### config.mk
export PLATFORM = sky130hd
export DESIGN_NAME = sec_nvm_controller
export DESIGN_NICKNAME = d
export VERILOG_FILES = /design/src/rtl/sec_pkg.sv /design/src/rtl/sec_timer.sv /design/src/rtl/sec_shifter.sv /design/src/rtl/sec_nvm_controller.sv
export SDC_FILE = /design/constraint.sdc
export NUM_CORES = 1
export LEC_CHECK = 0
export ABC_AREA = 0
export BUFFER_PORTS_ARGS = -buffer_cell sky130_fd_sc_hd__buf_2
export CORE_AREA = 4 4 134 136
export CTS_CLUSTER_SIZE = 40
export DETAILED_ROUTE_END_ITERATION = 6
export DIE_AREA = 0 0 138 140
export PLACE_DENSITY = 0.83
export SYNTH_ARGS = -nofsm -noshare
export SYNTH_HDL_FRONTEND = slang
export SYNTH_SLANG_ARGS = --single-unit
### constraint.sdc
create_clock -name core_clk_in -period 8.65 [get_ports core_clk_in]
set_clock_uncertainty 0.2 [all_clocks]
set_input_delay 1.73 -clock core_clk_in [delete_from_list [all_inputs] [get_ports core_clk_in]]
set_output_delay 1.73 -clock core_clk_in [all_outputs]
set_load 0.03 [all_outputs]
### src/rtl/sec_pkg.sv
package sec_pkg;

	// Register byte offsets
	localparam logic [7:0] OFS_CMD  = 8'hb0;
	localparam logic [7:0] OFS_DATA = 8'hb4;
	localparam logic [7:0] OFS_IST  = 8'hb8;
	localparam logic [7:0] OFS_ICLR = 8'hbc;
	localparam logic [7:0] OFS_IEN  = 8'hc0;

	// Command register fields
	localparam int CMD_BUSY_BIT   = 31;
	localparam int CMD_OP_MSB     = 30;
	localparam int CMD_OP_LSB     = 28;
	localparam int CMD_TMO_BIT    = 9;
	localparam int CMD_LOADED_BIT = 8;
	localparam int CMD_ADDR_MSB   = 7;

	// Reset values
	localparam logic [7:0]  ADDR_RST = 8'h00;
	localparam logic [7:0]  DATA_RST = 8'h00;
	localparam logic [47:0] STA_RST  = 48'h0;

	// Interrupt status layout
	localparam int IRQ_W    = 3;
	localparam int IRQ_DONE = 0;
	localparam int IRQ_TMO  = 1;
	localparam int IRQ_LOAD = 2;

	// Serial frame layout
	localparam int          FRAME_W   = 19;
	localparam logic [4:0]  CMD_BITS  = 5'h0b;
	localparam logic [4:0]  WR_BITS   = 5'h13;
	localparam logic [4:0]  RD_BITS   = 5'h08;
	localparam logic [4:0]  NO_BITS   = 5'h00;
	localparam logic [1:0]  OPC_EXT   = 2'h0;
	localparam logic [1:0]  OPC_WRITE = 2'h1;
	localparam logic [1:0]  OPC_READ  = 2'h2;
	localparam logic [1:0]  OPC_ERASE = 2'h3;
	localparam logic [7:0]  EXT_EWDS  = 8'h00;
	localparam logic [7:0]  EXT_WRAL  = 8'h40;
	localparam logic [7:0]  EXT_ERAL  = 8'h80;
	localparam logic [7:0]  EXT_EWEN  = 8'hc0;

	// Station address load
	localparam logic [2:0] LOAD_LAST = 3'h6;
	localparam logic [7:0] LOAD_SIG  = 8'ha5;

	// Timing
	localparam int CLK_MHZ       = 100;
	localparam int TIMEOUT_MS    = 30;
	localparam int TIMEOUT_CYC   = TIMEOUT_MS * CLK_MHZ * 1000;
	localparam int SCK_HALF_NS   = 500;
	localparam int SCK_HALF_CYC  = (SCK_HALF_NS * CLK_MHZ + 999) / 1000;
	localparam int CS_GAP_NS     = 500;
	localparam int CS_GAP_CYC    = (CS_GAP_NS * CLK_MHZ + 999) / 1000;
	localparam logic [6:0] SCK_HALF_LAST = 7'(SCK_HALF_CYC - 1);
	localparam logic [6:0] CS_GAP_LAST   = 7'(CS_GAP_CYC - 1);

	typedef enum logic [2:0]
	{
		OP_READ   = 3'h0,
		OP_EWDS   = 3'h1,
		OP_EWEN   = 3'h2,
		OP_WRITE  = 3'h3,
		OP_WRAL   = 3'h4,
		OP_ERASE  = 3'h5,
		OP_ERAL   = 3'h6,
		OP_RELOAD = 3'h7
	} sec_op_t;

	typedef struct packed
	{
		logic [7:0]  addr;
		logic [31:0] wdata;
		logic        wr;
		logic        rd;
	} sec_bus_t;

endpackage

### src/rtl/sec_timer.sv
module sec_timer #(
	parameter int LIMIT = 3000000
) (
	input  wire logic core_clk_in,
	input  wire logic reset_in,
	input  wire logic run_in,
	output logic      expired_out
);
	import sec_pkg::*;

	localparam int CW = $clog2(LIMIT + 1);

	logic [CW-1:0] cnt_r;
	logic [CW-1:0] cnt_nxt;
	logic          exp_r;
	logic          exp_nxt;

	always_comb
	begin
		exp_nxt = run_in && (cnt_r == CW'(LIMIT - 1));
		cnt_nxt = '0;
		if (run_in)
		begin
			cnt_nxt = exp_nxt ? cnt_r : cnt_r + CW'(1);
		end
	end

	always_ff @(posedge core_clk_in or posedge reset_in)
	begin
		if (reset_in)
		begin
			cnt_r <= '0;
			exp_r <= 1'b0;
		end
		else
		begin
			cnt_r <= cnt_nxt;
			exp_r <= exp_nxt;
		end
	end

	assign expired_out = exp_r;

endmodule

### src/rtl/sec_shifter.sv
module sec_shifter (
	input  wire logic               core_clk_in,
	input  wire logic               reset_in,
	input  wire logic               start_in,
	input  wire logic [18:0]        frame_in,
	input  wire logic [4:0]         nout_in,
	input  wire logic [4:0]         nin_in,
	input  wire logic               sdi_in,
	output logic                    sck_out,
	output logic                    sdo_out,
	output logic                    soe_out,
	output logic [7:0]              rx_out,
	output logic                    done_out
);
	import sec_pkg::*;

	typedef enum logic [1:0] {SH_IDLE, SH_LOW, SH_HIGH} sec_sh_t;

	sec_sh_t            st_r, st_nxt;
	logic [FRAME_W-1:0] frm_r, frm_nxt;
	logic [4:0]         nout_r, nout_nxt;
	logic [4:0]         tot_r, tot_nxt;
	logic [4:0]         bit_r, bit_nxt;
	logic [6:0]         cnt_r, cnt_nxt;
	logic               sck_r, sck_nxt;
	logic               sdo_r, sdo_nxt;
	logic               soe_r, soe_nxt;
	logic [7:0]         rx_r, rx_nxt;
	logic               done_r, done_nxt;

	always_comb
	begin
		st_nxt   = st_r;
		frm_nxt  = frm_r;
		nout_nxt = nout_r;
		tot_nxt  = tot_r;
		bit_nxt  = bit_r;
		cnt_nxt  = cnt_r + 7'h01;
		sck_nxt  = sck_r;
		sdo_nxt  = sdo_r;
		soe_nxt  = soe_r;
		rx_nxt   = rx_r;
		done_nxt = 1'b0;
		unique case (st_r)
			SH_IDLE:
			begin
				cnt_nxt = 7'h00;
				if (start_in)
				begin
					frm_nxt  = frame_in;
					nout_nxt = nout_in;
					tot_nxt  = nout_in + nin_in;
					bit_nxt  = 5'h00;
					sdo_nxt  = frame_in[FRAME_W-1];
					soe_nxt  = nout_in != 5'h00;
					st_nxt   = SH_LOW;
				end
			end
			SH_LOW:
			begin
				if (cnt_r == SCK_HALF_LAST)
				begin
					cnt_nxt = 7'h00;
					sck_nxt = 1'b1;
					st_nxt  = SH_HIGH;
					if (bit_r >= nout_r)
					begin
						rx_nxt = {rx_r[6:0], sdi_in};
					end
				end
			end
			SH_HIGH:
			begin
				if (cnt_r == SCK_HALF_LAST)
				begin
					cnt_nxt = 7'h00;
					sck_nxt = 1'b0;
					if (bit_r == tot_r - 5'h01)
					begin
						st_nxt   = SH_IDLE;
						sdo_nxt  = 1'b0;
						soe_nxt  = 1'b0;
						done_nxt = 1'b1;
					end
					else
					begin
						frm_nxt = {frm_r[FRAME_W-2:0], 1'b0};
						sdo_nxt = frm_r[FRAME_W-2];
						soe_nxt = (bit_r + 5'h01) < nout_r;
						bit_nxt = bit_r + 5'h01;
						st_nxt  = SH_LOW;
					end
				end
			end
			default: st_nxt = SH_IDLE;
		endcase
	end

	always_ff @(posedge core_clk_in or posedge reset_in)
	begin
		if (reset_in)
		begin
			st_r   <= SH_IDLE;
			frm_r  <= '0;
			nout_r <= 5'h00;
			tot_r  <= 5'h00;
			bit_r  <= 5'h00;
			cnt_r  <= 7'h00;
			sck_r  <= 1'b0;
			sdo_r  <= 1'b0;
			soe_r  <= 1'b0;
			rx_r   <= 8'h00;
			done_r <= 1'b0;
		end
		else
		begin
			st_r   <= st_nxt;
			frm_r  <= frm_nxt;
			nout_r <= nout_nxt;
			tot_r  <= tot_nxt;
			bit_r  <= bit_nxt;
			cnt_r  <= cnt_nxt;
			sck_r  <= sck_nxt;
			sdo_r  <= sdo_nxt;
			soe_r  <= soe_nxt;
			rx_r   <= rx_nxt;
			done_r <= done_nxt;
		end
	end

	assign sck_out  = sck_r;
	assign sdo_out  = sdo_r;
	assign soe_out  = soe_r;
	assign rx_out   = rx_r;
	assign done_out = done_r;

endmodule

### src/rtl/sec_nvm_controller.sv
// Function
// - No answer within the time-out interval abandons the operation and returns idle.
// - A time-out sets the sticky time-out flag; writing one to it clears it.
// - A data pin held high with no memory completes commands without time-out.
// - In that case busy drops on the first ready check after shifting and the chip-select gap.
// - Only erase, erase-all, write and write-all wait for ready and may time out.
// - Address-loaded flag sets only after a valid memory and a normal load.
// - Address-loaded flag sets after the power-up load or a reload command.
// - Eight-bit address field, reset zero, selects the memory byte for operations.
// - Data register low byte holds the byte read or to be written; resets zero.
//
// Local design decision: the address-and-strobe port.
module sec_nvm_controller #(
	parameter int TIMEOUT_CYCLES = sec_pkg::TIMEOUT_CYC
) (
	input  wire logic              core_clk_in,
	input  wire logic              reset_in,
	input  wire sec_pkg::sec_bus_t bus_in,
	output logic [31:0]            rdata_out,
	output logic                   nvm_cs_out,
	output logic                   nvm_sck_out,
	input  wire logic              nvm_serial_io_pin_in,
	output logic                   nvm_serial_io_pin_out,
	output logic                   nvm_serial_io_pin_oe_out,
	output logic [47:0]            sta_addr_out,
	output logic                   irq_out
);
	import sec_pkg::*;
	typedef enum logic [2:0] {ST_IDLE, ST_LAUNCH, ST_SHIFT, ST_GAP, ST_WAIT} sec_st_t;

	function automatic logic is_wait_class(input sec_op_t op);
		return (op == OP_ERASE) || (op == OP_ERAL) || (op == OP_WRITE) || (op == OP_WRAL);
	endfunction
	function automatic logic [FRAME_W-1:0] build_frame(input sec_op_t op, input logic [7:0] a,
		input logic [7:0] d);
		logic [1:0] opc;
		logic [7:0] fa;
		opc = OPC_EXT;
		fa  = a;
		unique case (op)
			OP_READ, OP_RELOAD: opc = OPC_READ;
			OP_WRITE:           opc = OPC_WRITE;
			OP_ERASE:           opc = OPC_ERASE;
			OP_EWDS:            fa  = EXT_EWDS;
			OP_EWEN:            fa  = EXT_EWEN;
			OP_WRAL:            fa  = EXT_WRAL;
			OP_ERAL:            fa  = EXT_ERAL;
		endcase
		return {1'b1, opc, fa, d};
	endfunction

	sec_st_t           st_r, st_nxt;
	sec_op_t           op_r, op_nxt;
	logic              busy_r, busy_nxt;
	logic              pend_r, pend_nxt;
	logic              rel_r, rel_nxt;
	logic [2:0]        idx_r, idx_nxt;
	logic [7:0]        addr_r, addr_nxt;
	logic [7:0]        data_r, data_nxt;
	logic              tmo_r, tmo_nxt;
	logic              loaded_r, loaded_nxt;
	logic [47:0]       sta_r, sta_nxt;
	logic              cs_r, cs_nxt;
	logic [6:0]        gap_r, gap_nxt;
	logic [IRQ_W-1:0]  ist_r, ist_nxt;
	logic [IRQ_W-1:0]  ien_r, ien_nxt;
	logic              irq_r, irq_nxt;
	logic [31:0]       rdata_r, rdata_nxt;
	logic [IRQ_W-1:0]  ev;
	logic [IRQ_W-1:0]  iclr;
	logic              cmd_wr;
	logic              sh_start;
	logic              sh_done;
	logic [7:0]        sh_rx;
	logic [4:0]        sh_nout;
	logic [4:0]        sh_nin;
	logic [7:0]        mem_addr;
	logic              tmr_run;
	logic              tmr_exp;
	sec_op_t           wr_op;

	assign cmd_wr   = bus_in.wr && (bus_in.addr == OFS_CMD);
	assign wr_op    = sec_op_t'(bus_in.wdata[CMD_OP_MSB:CMD_OP_LSB]);
	assign sh_start = st_r == ST_LAUNCH;
	assign mem_addr = rel_r ? {5'h00, idx_r} : addr_r;
	assign sh_nout  = (op_r == OP_WRITE || op_r == OP_WRAL) && !rel_r ? WR_BITS : CMD_BITS;
	assign sh_nin   = (op_r == OP_READ || rel_r) ? RD_BITS : NO_BITS;
	assign tmr_run  = st_r == ST_WAIT;

	sec_shifter u_shifter (
		.core_clk_in (core_clk_in),
		.reset_in    (reset_in),
		.start_in    (sh_start),
		.frame_in    (build_frame(op_r, mem_addr, data_r)),
		.nout_in     (sh_nout),
		.nin_in      (sh_nin),
		.sdi_in      (nvm_serial_io_pin_in),
		.sck_out     (nvm_sck_out),
		.sdo_out     (nvm_serial_io_pin_out),
		.soe_out     (nvm_serial_io_pin_oe_out),
		.rx_out      (sh_rx),
		.done_out    (sh_done)
	);

	sec_timer #(
		.LIMIT (TIMEOUT_CYCLES)
	) u_timer (
		.core_clk_in (core_clk_in),
		.reset_in    (reset_in),
		.run_in      (tmr_run),
		.expired_out (tmr_exp)
	);

	always_comb
	begin
		st_nxt     = st_r;
		op_nxt     = op_r;
		busy_nxt   = busy_r;
		pend_nxt   = pend_r;
		rel_nxt    = rel_r;
		idx_nxt    = idx_r;
		addr_nxt   = addr_r;
		data_nxt   = data_r;
		tmo_nxt    = tmo_r;
		loaded_nxt = loaded_r;
		sta_nxt    = sta_r;
		cs_nxt     = cs_r;
		gap_nxt    = 7'h00;
		ev         = '0;
		if (cmd_wr && bus_in.wdata[CMD_TMO_BIT])
		begin
			tmo_nxt = 1'b0;
		end
		if (cmd_wr && !busy_r)
		begin
			addr_nxt = bus_in.wdata[CMD_ADDR_MSB:0];
			if (bus_in.wdata[CMD_BUSY_BIT])
			begin
				op_nxt   = wr_op;
				busy_nxt = 1'b1;
				if (wr_op == OP_RELOAD)
				begin
					pend_nxt = 1'b1;
				end
				else
				begin
					st_nxt = ST_LAUNCH;
				end
			end
		end
		if (bus_in.wr && (bus_in.addr == OFS_DATA) && !busy_r)
		begin
			data_nxt = bus_in.wdata[7:0];
		end
		unique case (st_r)
			ST_IDLE:
			begin
				if (pend_r)
				begin
					pend_nxt   = 1'b0;
					rel_nxt    = 1'b1;
					idx_nxt    = 3'h0;
					loaded_nxt = 1'b0;
					st_nxt     = ST_LAUNCH;
				end
			end
			ST_LAUNCH:
			begin
				cs_nxt = 1'b1;
				st_nxt = ST_SHIFT;
			end
			ST_SHIFT:
			begin
				if (sh_done)
				begin
					cs_nxt = 1'b0;
					if (rel_r)
					begin
						if (idx_r == 3'h0 && sh_rx != LOAD_SIG)
						begin
							rel_nxt  = 1'b0;
							busy_nxt = 1'b0;
							ev[IRQ_DONE] = 1'b1;
							st_nxt   = ST_IDLE;
						end
						else
						begin
							if (idx_r != 3'h0)
							begin
								sta_nxt[8*(idx_r-3'h1) +: 8] = sh_rx;
							end
							if (idx_r == LOAD_LAST)
							begin
								loaded_nxt   = 1'b1;
								rel_nxt      = 1'b0;
								busy_nxt     = 1'b0;
								ev[IRQ_LOAD] = 1'b1;
								ev[IRQ_DONE] = 1'b1;
								st_nxt       = ST_IDLE;
							end
							else
							begin
								idx_nxt = idx_r + 3'h1;
								st_nxt  = ST_GAP;
							end
						end
					end
					else if (is_wait_class(op_r))
					begin
						st_nxt = ST_GAP;
					end
					else
					begin
						if (op_r == OP_READ)
						begin
							data_nxt = sh_rx;
						end
						busy_nxt     = 1'b0;
						ev[IRQ_DONE] = 1'b1;
						st_nxt       = ST_IDLE;
					end
				end
			end
			ST_GAP:
			begin
				gap_nxt = gap_r + 7'h01;
				if (gap_r == CS_GAP_LAST)
				begin
					gap_nxt = 7'h00;
					if (rel_r)
					begin
						st_nxt = ST_LAUNCH;
					end
					else
					begin
						cs_nxt = 1'b1;
						st_nxt = ST_WAIT;
					end
				end
			end
			ST_WAIT:
			begin
				if (nvm_serial_io_pin_in)
				begin
					cs_nxt       = 1'b0;
					busy_nxt     = 1'b0;
					ev[IRQ_DONE] = 1'b1;
					st_nxt       = ST_IDLE;
				end
				else if (tmr_exp)
				begin
					cs_nxt      = 1'b0;
					busy_nxt    = 1'b0;
					tmo_nxt     = 1'b1;
					ev[IRQ_TMO] = 1'b1;
					st_nxt      = ST_IDLE;
				end
			end
			default: st_nxt = ST_IDLE;
		endcase
	end

	always_comb
	begin
		iclr = '0;
		ien_nxt = ien_r;
		if (bus_in.wr && (bus_in.addr == OFS_ICLR))
		begin
			iclr = bus_in.wdata[IRQ_W-1:0];
		end
		if (bus_in.wr && (bus_in.addr == OFS_IEN))
		begin
			ien_nxt = bus_in.wdata[IRQ_W-1:0];
		end
		ist_nxt = (ist_r & ~iclr) | ev;
		irq_nxt = |(ist_r & ien_r);
		rdata_nxt = 32'h0000_0000;
		if (bus_in.rd)
		begin
			unique case (bus_in.addr)
				OFS_CMD:  rdata_nxt = {busy_r, op_r, 18'h0, tmo_r, loaded_r, addr_r};
				OFS_DATA: rdata_nxt = {24'h00_0000, data_r};
				OFS_IST:  rdata_nxt = {29'h0, ist_r};
				OFS_IEN:  rdata_nxt = {29'h0, ien_r};
				default:  rdata_nxt = 32'h0000_0000;
			endcase
		end
	end

	always_ff @(posedge core_clk_in or posedge reset_in)
	begin
		if (reset_in)
		begin
			st_r     <= ST_IDLE;
			op_r     <= OP_RELOAD;
			busy_r   <= 1'b1;
			pend_r   <= 1'b1;
			rel_r    <= 1'b0;
			idx_r    <= 3'h0;
			addr_r   <= ADDR_RST;
			data_r   <= DATA_RST;
			tmo_r    <= 1'b0;
			loaded_r <= 1'b0;
			sta_r    <= STA_RST;
			cs_r     <= 1'b0;
			gap_r    <= 7'h00;
			ist_r    <= '0;
			ien_r    <= '0;
			irq_r    <= 1'b0;
			rdata_r  <= 32'h0000_0000;
		end
		else
		begin
			st_r     <= st_nxt;
			op_r     <= op_nxt;
			busy_r   <= busy_nxt;
			pend_r   <= pend_nxt;
			rel_r    <= rel_nxt;
			idx_r    <= idx_nxt;
			addr_r   <= addr_nxt;
			data_r   <= data_nxt;
			tmo_r    <= tmo_nxt;
			loaded_r <= loaded_nxt;
			sta_r    <= sta_nxt;
			cs_r     <= cs_nxt;
			gap_r    <= gap_nxt;
			ist_r    <= ist_nxt;
			ien_r    <= ien_nxt;
			irq_r    <= irq_nxt;
			rdata_r  <= rdata_nxt;
		end
	end

	assign rdata_out    = rdata_r;
	assign nvm_cs_out   = cs_r;
	assign sta_addr_out = sta_r;
	assign irq_out      = irq_r;
endmodule

* After elaboration in Yosys (flattened, before gate mapping)
Index checks and enable logic that the tools add are counted.
** Cells by class
- $lt $le $gt $ge :: 2
- Shift-type cells :: 2
- Reductions and logical operators :: 42
- Eq/ne operators :: 39
- Bitwise gates (word level) :: 5
- Multiply operators :: 0
- Divide/modulo/power cells :: 0
- Add/sub/neg operators :: 9
- Muxes and demuxes :: 119
** Operators by type and width (count)
- $pmux W32 S4 :: 1
- $mux W1 :: 58
- $mux W8 :: 7
- $mux W18 :: 3
- $bwmux W48 :: 1
- $mux W3 :: 16
- $shift A8 B34 Y48 const A :: 1
- $shiftx A8 B34 Y48 :: 1
- $mux W22 :: 2
- $eq A8 B8 Y1 const B :: 5
- $pmux W18 S2 :: 1
- $neg A32 Y34 :: 1
- $mux W32 :: 1
- $pmux W8 S4 :: 1
- $add A22 B1 Y22 const B :: 1
- $eq A22 B22 Y1 const B :: 1
- $eq A3 B3 Y1 const B :: 7
- $mux W7 :: 3
- $mux W5 :: 4
- $ne A2 B2 Y1 const B :: 10
- $pmux W3 S5 :: 1
- $reduce_and A3 Y1 :: 5
- $add A7 B1 Y7 const B :: 2
- $eq A7 B6 Y1 const B :: 2
- 42 further kinds :: 83
** Storage, ports and cells
- Bits in registers :: 202
- Logic and storage cells :: 248
- Output and inout bits :: 85
- RAM bits :: 0
- Memories kept :: 0
- Bits in latches :: 0
- Bits in read-only memories :: 0
- Input port bits :: 45

* Logic depth before layout (Yosys ltp)
Gate-level depths: netlist (run 1).
- Depth after elaboration :: 9
- Depth in mapped cells :: 13
- Mapped depth without buffers :: 11

* Modules after synthesis
From an unflattened synthesis (run 1), not the netlist that was laid out.
** Second synthesis, totals
- Cells, all modules :: 944
- Area, all modules :: 9848.2 µm²
** By module, submodules not included
- sec_nvm_controller :: instances 1, area each 5661.7 µm², sequential area each 2683.8 µm², cells each 522
- sec_shifter :: instances 1, area each 2990.4 µm², sequential area each 1351.3 µm², cells each 294
- sec_timer :: instances 1, area each 1196.1 µm², sequential area each 575.6 µm², cells each 128

* Worst setup path before layout (run 1)
Ideal clock, no wire load.
- Kind :: register to register
- Start point :: register idx_r[0]
- End point :: register sta_r[0], in the netlist sta_addr_out[0]
- Period minus slack after synthesis :: 3873 ps
- Cell stages (with the launch flop) :: 13
- Required time :: 8325 ps
- Arrival time :: 3548 ps
- Setup time :: 125 ps
- Slack :: 4777 ps
- Path buffers :: 3
- Cell sequence :: dfrtp_1 clkbuf_2 inv_1 ha_1 clkbuf_1 clkbuf_1 nand3_1 ha_1 nand4b_1 nor4_1 o21ai_1 nor4_4 mux2_2
** Between the ends
- Word-level cells in the longest chain between the ends :: 4
- Elaborated cells on any way between the ends :: 10
- Those cells by class :: 2 x add/sub; 2 x shift; 1 x mux; 1 x bitwise; 4 x reduce/logical
** Ends and longest elaborated chain
- from (decl) :: line sec_nvm_controller.sv:57 : logic [2:0] idx_r, idx_nxt;
- from (signal assigned) :: line sec_nvm_controller.sv:319 : idx_r <= idx_nxt;
- $sub A3 B1 Y4 / $logic_not A3 Y1 (equally long branches) :: line sec_nvm_controller.sv:190, sec_nvm_controller.sv:179
- $neg A32 Y34 / $logic_and A1 B1 Y1 (equally long branches) :: line sec_nvm_controller.sv:190, sec_nvm_controller.sv:179
- $shiftx A8 B34 Y48, or another cell as far along :: line sec_nvm_controller.sv:190 : sta_nxt[8*(idx_r-3'h1) +: 8] = sh_rx;
- $bwmux W48 / $reduce_and A5 Y1 (equally long branches)
- to (signal assigned) :: line sec_nvm_controller.sv:324 : sta_r <= sta_nxt;
- to (decl) :: line sec_nvm_controller.sv:62 : logic [47:0] sta_r, sta_nxt;
Several ways; a longest one is shown, not always the timed one.
A chain may end at the register's enable or synchronous reset.

* Worst setup path after layout (run 1)
- Start point :: register idx_r[0]
- End point :: register sta_r[5], in the netlist sta_addr_out[5]
The elaborated chain is that of the path after synthesis.

==> impl_results.md, run 1 <==
* Top delay family on crit path: simple AND/OR/NAND/NOR gates
* Final Max Slew Viols at 0
* Root buffer cell: clkbuf_16
* Hold Path Origin: sta_addr_out[12]
* Critical path class: reg2reg
* Slowest cell on crit path: ha_1
* Setup TNS Final at 0 ns
* Max_cap viols at 0
* Slowest stage delay, CP at 0.95 ns
* WP buf/inv at 1
* H-tree depth at 4
* Final setup fails at 0
* Overall Global Routing Usage at roughly a fifth
* Most frequent CP cell: ha_1
* Fin util at about 60%
* Number of fill cells at ~1400
* Die Height at around 140 um
* Via/cell ratio at approximately 5.6
* Relative slew slack at 32.18%
* Yosys cell types at 74
* Placer congestion estimate at about 0.9
* Post-CTS Setup Repair Bufs at 0
* Num Clock Sinks at 179
* Reg2Reg Launch Point: idx_r[0]
* Startpoint types: flop
* Starting DRT DRC Count at between 500 and 600
* Vias at ~6700
* Outcome: completed
* Yosys Warn Count at 0
* Ys async rst share at 100.0%
* Die Area at 0.01932 mm2
* Synthesized cell area at roughly 0.009 mm2
* Crit share post-route at between 50% and 60%
* Initial Util at 53.29%
* Total gr overflow at 0
* #FFs+latches synth at around 180
* Wirelength per Cell at between 15 and 20 um
* Clock tree buffer depth at 2
* Fin. Hold Viols at 0
* DP HPWL at approximately 13000 um
* Pwr Density at ~190 mW/mm2
* N_diodes at 0
* Fraction of layout cells with a size suffix above 1 at just under 20%
* Routed WL at ~20000 um
* Hold path endpoint: sta_addr_out[12]
* Critical path peak fanout at 24
* Cts hold-fix bufs at 0
* WP data arrival at between 4 and 5 ns
* Worst min-delay path category: reg2reg
* Synth Flop Type: dfrtp_1
* TritonCTS Buffers at 17
* Worst-Margin Slew at a little over 1 ns
* DRT antenna net count at 0
* Syn Area/Cell at 10.16 um2
* Post-route minimum period at 4.491 ns
* Stages on the worst setup path at 9
* First-pass GRT wire length at about 33000 um
* Flop2flop setup slack at roughly 4.2 ns
* Post-synth EDFFs at 0
* Pwr Total at 1.930 mW
* Clk slew on worst S/H paths at about 0.070 ns
* # IOs at between 100 and 150
* Fmax at 222.7 MHz
* Drt first pass iters at 5
* Initial antenna violation count at 0
* Core Footprint at 0.01694 mm2
* RSZ-0062 raised after global routing: false
* Mapped Cells at just under 900
* PortBufs at roughly 90
* Worst hold path depth at 2
* Residual DRC count at 0
* Worst path required time at a little under 9 ns
* CTS resizes at 0
* Worst skew pair latency at around 0.43 ns
* Site Rows at 48
* Max IR drop VDD at approximately 140 uV
* Static leakage at between 4 and 5 nW
* RR Endpoint: sta_addr_out[5]
* Largest net degree at the start of global routing at around 110
* CP Cell Sequence: inv_1 -> ha_1 -> nand3_1 -> ha_1 -> nand4b_1 -> nor4_1 -> o21ai_1 -> nor4_4 -> mux2_2
* Sequential cell area fraction in the yosys report at between 40% and 50%
* Final net count at a little over 1000
* Vias in the first global route at ~6500
* Worst reg2reg path depth at 9
* Die X at 138 um
* Synth-to-layout area growth at 12.55%
* Nature of the critical path endpoint: flop
* CTS tree: yes
[flip-flops by register name (all words and copies together) (netlist names), 2 cells and up]
register	flops
op_r	3
rdata_out	14
u_timer.cnt_r	22
idx_r	3
u_shifter.st_r	2
u_shifter.rx_out	8
u_shifter.bit_r	5
sta_addr_out	48
u_shifter.tot_r	2
data_r	8
addr_r	8
u_shifter.frm_r	18
ien_r	3
st_r	3
ist_r	3
u_shifter.nout_r	3
gap_r	7
u_shifter.cnt_r	7
[worst reg2reg max path: stages, from the launching register on]
cell      delay (ns)
dfrtp_1         0.54
inv_1           0.24
ha_1            0.95
nand3_1         0.22
ha_1            0.37
nand4b_1        0.13
nor4_1          0.53
o21ai_1         0.24
nor4_4          0.55
mux2_2          0.40
[power breakdown]
| group | internal, mW | total [mW] | switching (mW) |
|---|---|---|---|
| Combinational | 0.0797 | 0.222 | 0.142 |
| Sequential | 0.873 | 0.910 | 0.0369 |
| Clock | 0.465 | 0.798 | 0.334 |
| Total | 1.42 | 1.93 | 0.513 |
[layout make-up]
class / instances / area (um2) / share of cell area [%]
timing repair buffer: 94 / 475.5 / 4.680
sequential: 179 / 4486 / 44.16
clock inverter: 12 / 153.9 / 1.515
multi-input combinational: 621 / 4138 / 40.73
inverter: 46 / 177.7 / 1.749
tap: 225 / 281.5 / 2.771
clock buffer: 20 / 446.7 / 4.397
[logic make-up (layout without fill, tap and decap cells)]
family | count (synthesis) | after routing | synth area share, %
flip-flops | 179 | 179 | 49.70
other | 1 | 18 | 0.04155
XOR/XNOR | 39 | 39 | 4.353
AND/OR/NAND/NOR | 318 | 318 | 17.83
AO/OA/AOI/OAI | 146 | 146 | 10.22
buffers and inverters | 105 | 172 | 5.295
adder cells (fa/ha/maj) | 31 | 31 | 4.297
multiplexers | 69 | 69 | 8.276
[how the worst max path moves through the flow]
| stage | slack [ns] | endpoint | startpoint |
|---|---|---|---|
| floorplan | 1.87 | addr_r[0] | reset_in |
| global placement | 4.51 | sta_addr_out[6] | idx_r[0] |
| detailed placement | 4.28 | sta_addr_out[3] | idx_r[0] |
| CTS | 4.24 | sta_addr_out[5] | idx_r[0] |
| global route | 3.89 | sta_addr_out[1] | idx_r[0] |
| finish | 4.16 | sta_addr_out[5] | idx_r[0] |
[stage by stage]
stage | cells | hold slack, ns | worst slack, ns | cell area (um2)
floorplan | 905 | 0.2419 | 1.870 | 9090
CTS | 1197 | 0.2803 | 4.241 | 10160
finish | 1197 | 0.2777 | 4.159 | 10160
global placement | 1165 | 0.2536 | 4.509 | 9558
global route | 1197 | 0.3055 | 3.886 | 10160
detailed placement | 1165 | 0.2657 | 4.282 | 9558
[cell usage in the layout (no fill, tap or decap), types with 10 or more instances in the layout]
| cell type | instances |
|---|---|
| conb_1 | 18 |
| a22oi_1 | 11 |
| and3_1 | 11 |
| mux2i_1 | 24 |
| nand2_1 | 109 |
| inv_1 | 44 |
| o21ai_0 | 53 |
| xnor2_1 | 18 |
| dfrtp_1 | 174 |
| nor2_1 | 82 |
| nand3_1 | 32 |
| ha_1 | 31 |
| clkbuf_16 | 17 |
| buf_2 | 92 |
| nand4_1 | 10 |
| xor2_1 | 18 |
| mux2_2 | 44 |
| a21oi_1 | 37 |
| nor2b_1 | 14 |
[cells in the mapped netlist, types with 10 or more instances]
master | count | area, um2
o21ai_0 | 53 | 265.3
mux2i_1 | 24 | 240.2
a21oi_1 | 37 | 185.2
nand2_1 | 109 | 409.1
nor2b_1 | 14 | 87.58
ha_1 | 31 | 387.9
xnor2_1 | 18 | 157.7
inv_1 | 45 | 168.9
buf_4 | 19 | 142.6
nand4_1 | 10 | 62.56
and3_1 | 11 | 68.82
mux2_2 | 44 | 495.5
nor2_1 | 82 | 307.8
nand3_1 | 32 | 160.2
dfrtp_1 | 174 | 4354
xor2_1 | 18 | 157.7
a22oi_1 | 11 | 82.58
clkbuf_1 | 31 | 116.4
[per-layer routing]
layer  up-vias  global-route usage [%]  wire length (um)
li1       3165                       -                 -
met5         -                       0                 0
met4         0                   7.072               472
met2       218                   33.53              9743
met3        33                   5.121              1250
met1      3290                   28.15              8576
(Power assumes the default switching activity.)
==> inputs of run 2 (changes only) <==
--- a/config.mk
+++ b/config.mk
@@ -7,10 +7,10 @@
 export LEC_CHECK = 0
 export ABC_AREA = 0
 export BUFFER_PORTS_ARGS = -buffer_cell sky130_fd_sc_hd__buf_2
-export CORE_AREA = 4 4 134 136
+export CORE_AREA = 4 4 137 139
 export CTS_CLUSTER_SIZE = 40
 export DETAILED_ROUTE_END_ITERATION = 6
-export DIE_AREA = 0 0 138 140
+export DIE_AREA = 0 0 141 143
 export PLACE_DENSITY = 0.83
 export SYNTH_ARGS = -nofsm -noshare
 export SYNTH_HDL_FRONTEND = slang
==> constraint.sdc (replaced) <==
create_clock -name core_clk_in -period 4.13 [get_ports core_clk_in]
set_clock_uncertainty 0.2 [all_clocks]
set_input_delay 0.826 -clock core_clk_in [delete_from_list [all_inputs] [get_ports core_clk_in]]
set_output_delay 0.826 -clock core_clk_in [all_outputs]
set_load 0.03 [all_outputs]
==> impl_results.md, run 2 (same netlist as run 1, synthesis figures left out) <==
* Routed WL at 20150 um (+0.51%)
* Final worst slack at 0.3382 ns (-3.821 ns)
* Placed instance area at 0.009600 mm2 (+0.45%)
* Final Max Slew Viols at 0 (unchanged)
* Fraction of layout cells with a size suffix above 1 at 19.96% (+0.41 points)
* Clk slew on worst S/H paths at 0.07 ns (about the same)
* Crit. Startpoint: idx_r[1]
* Setup TNS Final at 0 ns (unchanged)
* Pwr Total at 4.126 mW (+110%)
* Synth-to-layout area growth at 13.52%
* CTS tree: yes
* Die X at 141 um (+2.2%)
* Vias at 6678 (-0.42%)
* CTS resizes at 0 (unchanged)
* Num Clock Sinks at 179 (unchanged)
* Total gr overflow at 0 (unchanged)
* Most common cell after layout, fill and taps aside: dfrtp_1
* Worst skew pair latency at 0.43 ns (about the same)
* WP data arrival at 3.91 ns (-0.70 ns)
* Placer congestion estimate at 0.9171 (+4.6%)
* Most frequent cells in the layout: dfrtp_1, nand2_1, buf_2
* Reg2Reg Launch Point: idx_r[1]
* Via/cell ratio at 5.537 (-1.2%)
* Root buffer cell: clkbuf_16
* Pre-CTS WS at 0.3994 ns (-3.882 ns)
* Fin. Hold Viols at 0 (unchanged)
* Starting DRT DRC Count at 477 (-12%)
* Wirelength per Cell at 16.70 um (-0.24%)
* Critical path class: reg2reg
* Static leakage at 4.811 nW (+0.75%)
* Fmax at 263.7 MHz (+18%)
* DRT antenna net count at 0 (unchanged)
* Post-Layout Cell Count at 1206 (+0.75%)
* Die Area at 0.02016 mm2 (+4.4%)
* Max IR drop VDD at 322.3 uV (+130%)
* Initial Util at 51.12% (-2.2 points)
* Hold_ws at 0.2811 ns (+0.003352 ns)
* Most frequent CP cell: ha_1
* Overall Global Routing Usage at 20.60% (-0.32 points)
* Post-Place Cells at 1174 (+0.77%)
* Post-route minimum period at 3.792 ns (-0.6991 ns)
* Vias in the first global route at 6601 (+1.2%)
* Clock tree buffer depth at 2 (unchanged)
* CP Cell Sequence: inv_1 -> ha_1 -> nand3_1 -> ha_1 -> nand4b_1 -> nor4_1 -> o21ai_1 -> nor4_4 -> mux2_2
* Drt first pass iters at 7 (+2)
* First-pass GRT wire length at 33450 um (+1.2%)
* Core Footprint at 0.01766 mm2 (+4.3%)
* PortBufs at 92 (unchanged)
* DP HPWL at 13740 um (+2.6%)
* WP buf/inv at 1 (unchanged)
* Fin util at 58.03% (-2.0 points)
* # IOs at 130 (unchanged)
* Slowest cell on crit path: ha_1
* Post-CTS Setup Repair Bufs at 0 (unchanged)
* Relative slew slack at 35.87% (+3.7 points)
* N_diodes at 0 (unchanged)
* Slowest stage delay, CP at 0.59 ns (-0.36 ns)
* Max_cap viols at 0 (unchanged)
* Hold Path Origin: tmo_r
* Final net count at 1040 (+0.48%)
* Residual DRC count at 0 (unchanged)
* Cts hold-fix bufs at 0 (unchanged)
* Outcome: completed
* Crit share post-route at 91.81% (+40 points)
* Largest net degree at the start of global routing at 180 (+59%)
* RSZ-0062 raised after global routing: false
* Startpoint types: flop
* Worst min-delay path category: reg2reg
* Top delay family on crit path: simple AND/OR/NAND/NOR gates
* Worst-Margin Slew at 0.9591 ns (-0.05495 ns)
* Nature of the critical path endpoint: flop
* Site Rows at 49 (+2.1%)
* Pwr Density at 402.7 mW/mm2 (+110%)
* Worst path required time at 4.25 ns (-4.52 ns)
* Critical path peak fanout at 14 (-42%)
* Max FFs per register at 48 (unchanged)
* Die Height at 143 um (+2.1%)
* Final instance area at 0.01025 mm2 (+0.86%)
* H-tree depth at 4 (unchanged)
* Final setup fails at 0 (unchanged)
* Initial antenna violation count at 0 (unchanged)
* TritonCTS Buffers at 17 (unchanged)
==> run 2: cell count changes in the layout (fill, tap and decap cells not counted) <==
cell        change
a41oi_2         +1
a41oi_4         -1
buf_12          +1
buf_4           +4
bufinv_16       +1
clkbuf_8        +2
clkinv_2        -4
clkinv_4        +2
clkinvlp_4      +2
inv_6           -3
==> run 2: routing by layer <==
layer	vias to the layer above	share of wire (%)	wire length, um	track usage, %
met5	-	0	0	0
met4	0	2.1	425	7.190
met3	34	5.6	1122	4.588
met2	192	49	9956	34.02
met1	3282	43	8640	27.04
li1	3170	-	-	-
==> run 2: cell type report <==
type                       count  area (um2)
inverter                      46       176.4
fill                        1483        7411
clock buffer                  22       474.2
multi-input combinational    621        4126
clock inverter                10       171.4
sequential                   179        4486
timing repair buffer          99       525.5
tap                          229       286.5
==> run 2: report_power, final <==
| part | internal (mW) | leakage [nW] | switching (mW) |
|---|---|---|---|
| clock | 1.07 | 0.312 | 0.685 |
| combinational | 0.169 | 2.09 | 0.301 |
| sequential | 1.83 | 2.41 | 0.0746 |
==> run 2: final timing paths <==
kind	endpoint	slack, ns	cells past startpoint
max	sta_addr_out[2]	0.34	9
min	tmo_r	0.28	1
max reg2reg	sta_addr_out[2]	0.34	9
min reg2reg	tmo_r	0.28	1
max in group asynchronous	data_r[0]	2.59	3
min in group asynchronous	sta_addr_out[32]	0.47	3
==> inputs of run 3 (changes only) <==
--- a/config.mk
+++ b/config.mk
@@ -7,11 +7,13 @@
 export LEC_CHECK = 0
 export ABC_AREA = 0
 export BUFFER_PORTS_ARGS = -buffer_cell sky130_fd_sc_hd__buf_2
-export CORE_AREA = 4 4 137 139
+export CAP_MARGIN = 20
+export CORE_AREA = 2 2 135 137
 export CTS_CLUSTER_SIZE = 40
 export DETAILED_ROUTE_END_ITERATION = 6
-export DIE_AREA = 0 0 141 143
+export DIE_AREA = 0 0 137 139
 export PLACE_DENSITY = 0.83
+export RECOVER_POWER = 50
 export SYNTH_ARGS = -nofsm -noshare
 export SYNTH_HDL_FRONTEND = slang
 export SYNTH_SLANG_ARGS = --single-unit
==> impl_results.md, run 3 (same netlist as run 1, synthesis figures left out) <==
* Outcome: complete, but fails checks
* Failing checks: max-capacitance violations, max-slew violations
* Startpoint types: flop
* Max IR drop VDD at 295.8 uV (-8.2%)
* Fmax at 266.4 MHz (+1.0%)
* Vias at 6716 (+0.57%)
* Site Rows at 49 (unchanged)
* Synth-to-layout area growth at 12.53%
* Residual DRC count at 0 (unchanged)
* Slowest stage delay, CP at 0.52 ns (-0.07 ns)
* PortBufs at 92 (unchanged)
* Fin util at 57.53% (-0.50 points)
* Placer congestion estimate at 0.8941 (-2.5%)
* Slowest cell on crit path: nor4_1
* Drt first pass iters at 5 (-2)
* Max_cap viols at 3 (+3)
* P_sw at 1.096 mW (+3.3%)
* Die Height at 139 um (-2.8%)
* Flop2flop setup slack at 0.38 ns (+0.04 ns)
* Relative slew slack at -51.17% (-87 points)
* Max FFs per register at 48 (unchanged)
* Pre-CTS WS at 0.5033 ns (+0.1039 ns)
* Cts hold-fix bufs at 0 (unchanged)
* Worst skew pair latency at 0.44 ns (about the same)
* Worst-Margin Slew at 2.268 ns (+1.309 ns)
* Setup TNS Final at 0 ns (unchanged)
* DP HPWL at 13720 um (-0.17%)
* Int Power at 2.949 mW (-3.8%)
* WP buf/inv at 2 (+1)
* Post-CTS Setup Repair Bufs at 0 (unchanged)
* Number of fill cells at 1489 (+0.40%)
* Post-route minimum period at 3.753 ns (-0.03833 ns)
* Final setup fails at 0 (unchanged)
* Hold_ws at 0.1632 ns (-0.1178 ns)
* Post-Place Cells at 1174 (unchanged)
* Final net count at 1040 (unchanged)
* WP data arrival at 3.87 ns (-0.04 ns)
* Most frequent cells in the layout: dfrtp_1, nand2_1, nor2_1
* Largest net degree at the start of global routing at 93 (-48%)
* N_diodes at 0 (unchanged)
* Worst path required time at 4.25 ns (about the same)
* Routed WL at 20130 um (about the same)
* Overall Global Routing Usage at 22.12% (+1.5 points)
* DRT antenna net count at 0 (unchanged)
* Nature of the critical path endpoint: flop
* Initial antenna violation count at 0 (unchanged)
* Total gr overflow at 0 (unchanged)
* Via/cell ratio at 5.569 (+0.57%)
* CTS resizes at 0 (unchanged)
* CTS tree: yes
* Critical path class: reg2reg
* Sequential power share at 47.0% (+0.9 points)
* Critical path peak fanout at 8 (-6)
* TritonCTS Buffers at 17 (unchanged)
* Fraction of layout cells with a size suffix above 1 at 17.81% (-2.1 points)
* Vias in the first global route at 6538 (-0.95%)
* Switching share of power at 27.09% (+1.4 points)
* First-pass GRT wire length at 33360 um (-0.27%)
* Final Max Slew Viols at 175 (+175)
* CP Cell Sequence: inv_1 -> ha_1 -> xnor2_4 -> and3_1 -> inv_1 -> ha_1 -> nand4b_1 -> nor4_1 -> o21ai_1 -> nor4_4 -> mux2_2
* Final worst slack at 0.3765 ns (+0.03833 ns)
* Worst min-delay path category: in2async
* Post-Layout Cell Count at 1206 (unchanged)
* Fin. Hold Viols at 0 (unchanged)
* Most common cell after layout, fill and taps aside: dfrtp_1
* Crit share post-route at 90.88% (-0.93 points)
* Pwr Density at 398.2 mW/mm2 (-1.1%)
* RSZ-0062 raised after global routing: false
* Static leakage at 4.694 nW (-2.4%)
* # IOs at 130 (unchanged)
* Clock tree buffer depth at 2 (unchanged)
* Die Area at 0.01904 mm2 (-5.6%)
* Wirelength per Cell at 16.69 um (about the same)
* Initial Util at 51.12% (unchanged)
* Die X at 137 um (-2.8%)
* Top delay family on crit path: simple AND/OR/NAND/NOR gates
* Combinational fraction of design power at 11.6% (+0.2 points)
* Starting DRT DRC Count at 510 (+6.9%)
* Root buffer cell: clkbuf_16
* Core Footprint at 0.01766 mm2 (unchanged)
* Clk slew on worst S/H paths at 0.07 ns (about the same)
* Num Clock Sinks at 179 (unchanged)
* H-tree depth at 4 (unchanged)
* Clk pwr share at 41.4% (-1.1 points)
[run 3: cell count changes in the layout (fill, tap and decap cells not counted), moves of 2 or more]
cell / change
buf_4: -2
clkbuf_1: +21
clkinv_4: -2
bufinv_16: -2
buf_2: -21
clkinv_2: +2
inv_6: +3
[run 3: layout make-up]
class	instances	area (um2)	area share (%)
repair buffers	99	476.7	4.693
clock inverters	12	141.4	1.392
flip-flops and latches	179	4486	44.16
inverters	46	173.9	1.712
clock buffers	20	466.7	4.595
well taps	229	286.5	2.821
multi-input cells	621	4126	40.63
[run 3: worst paths after layout]
path / startpoint / endpoint / cells past startpoint
worst min register to register: tmo_r / tmo_r / 1
worst max register to register: idx_r[1] / sta_addr_out[4] / 11
worst min-delay path: reset_in / u_shifter.cnt_r[0] / 2
min in group core_clk_in: tmo_r / tmo_r / 1
max in group asynchronous: reset_in / u_timer.cnt_r[9] / 3
worst max-delay path: idx_r[1] / sta_addr_out[4] / 11
[run 3: power groups by stage]
stage / registers (mW) / logic (mW) / clock network, mW
6_report: 1.90 / 0.469 / 1.67
5_1_grt: 1.91 / 0.527 / 1.77
4_1_cts: 1.90 / 0.473 / 1.69
3_5_place_dp: 1.93 / 0.469 / 0
3_3_place_gp: 1.93 / 0.452 / 0
2_1_floorplan: 1.92 / 0.371 / 0
[run 3: through the flow]
stage	cell area (um2)	power, mW
floorplan	9094	2.286
global placement	9600	2.379
detailed placement	9600	2.399
CTS	10210	4.060
global route	10160	4.205
finish	10160	4.045
[run 3: routing by layer]
metal	GRT usage, %	share of wire, %	routed length (um)	vias to the layer above
li1	-	-	-	3180
met1	29.54	43	8610	3285
met2	35.06	49	9782	210
met3	5.519	6.1	1226	41
met4	7.705	2.5	506	0
met5	0	0	0	-
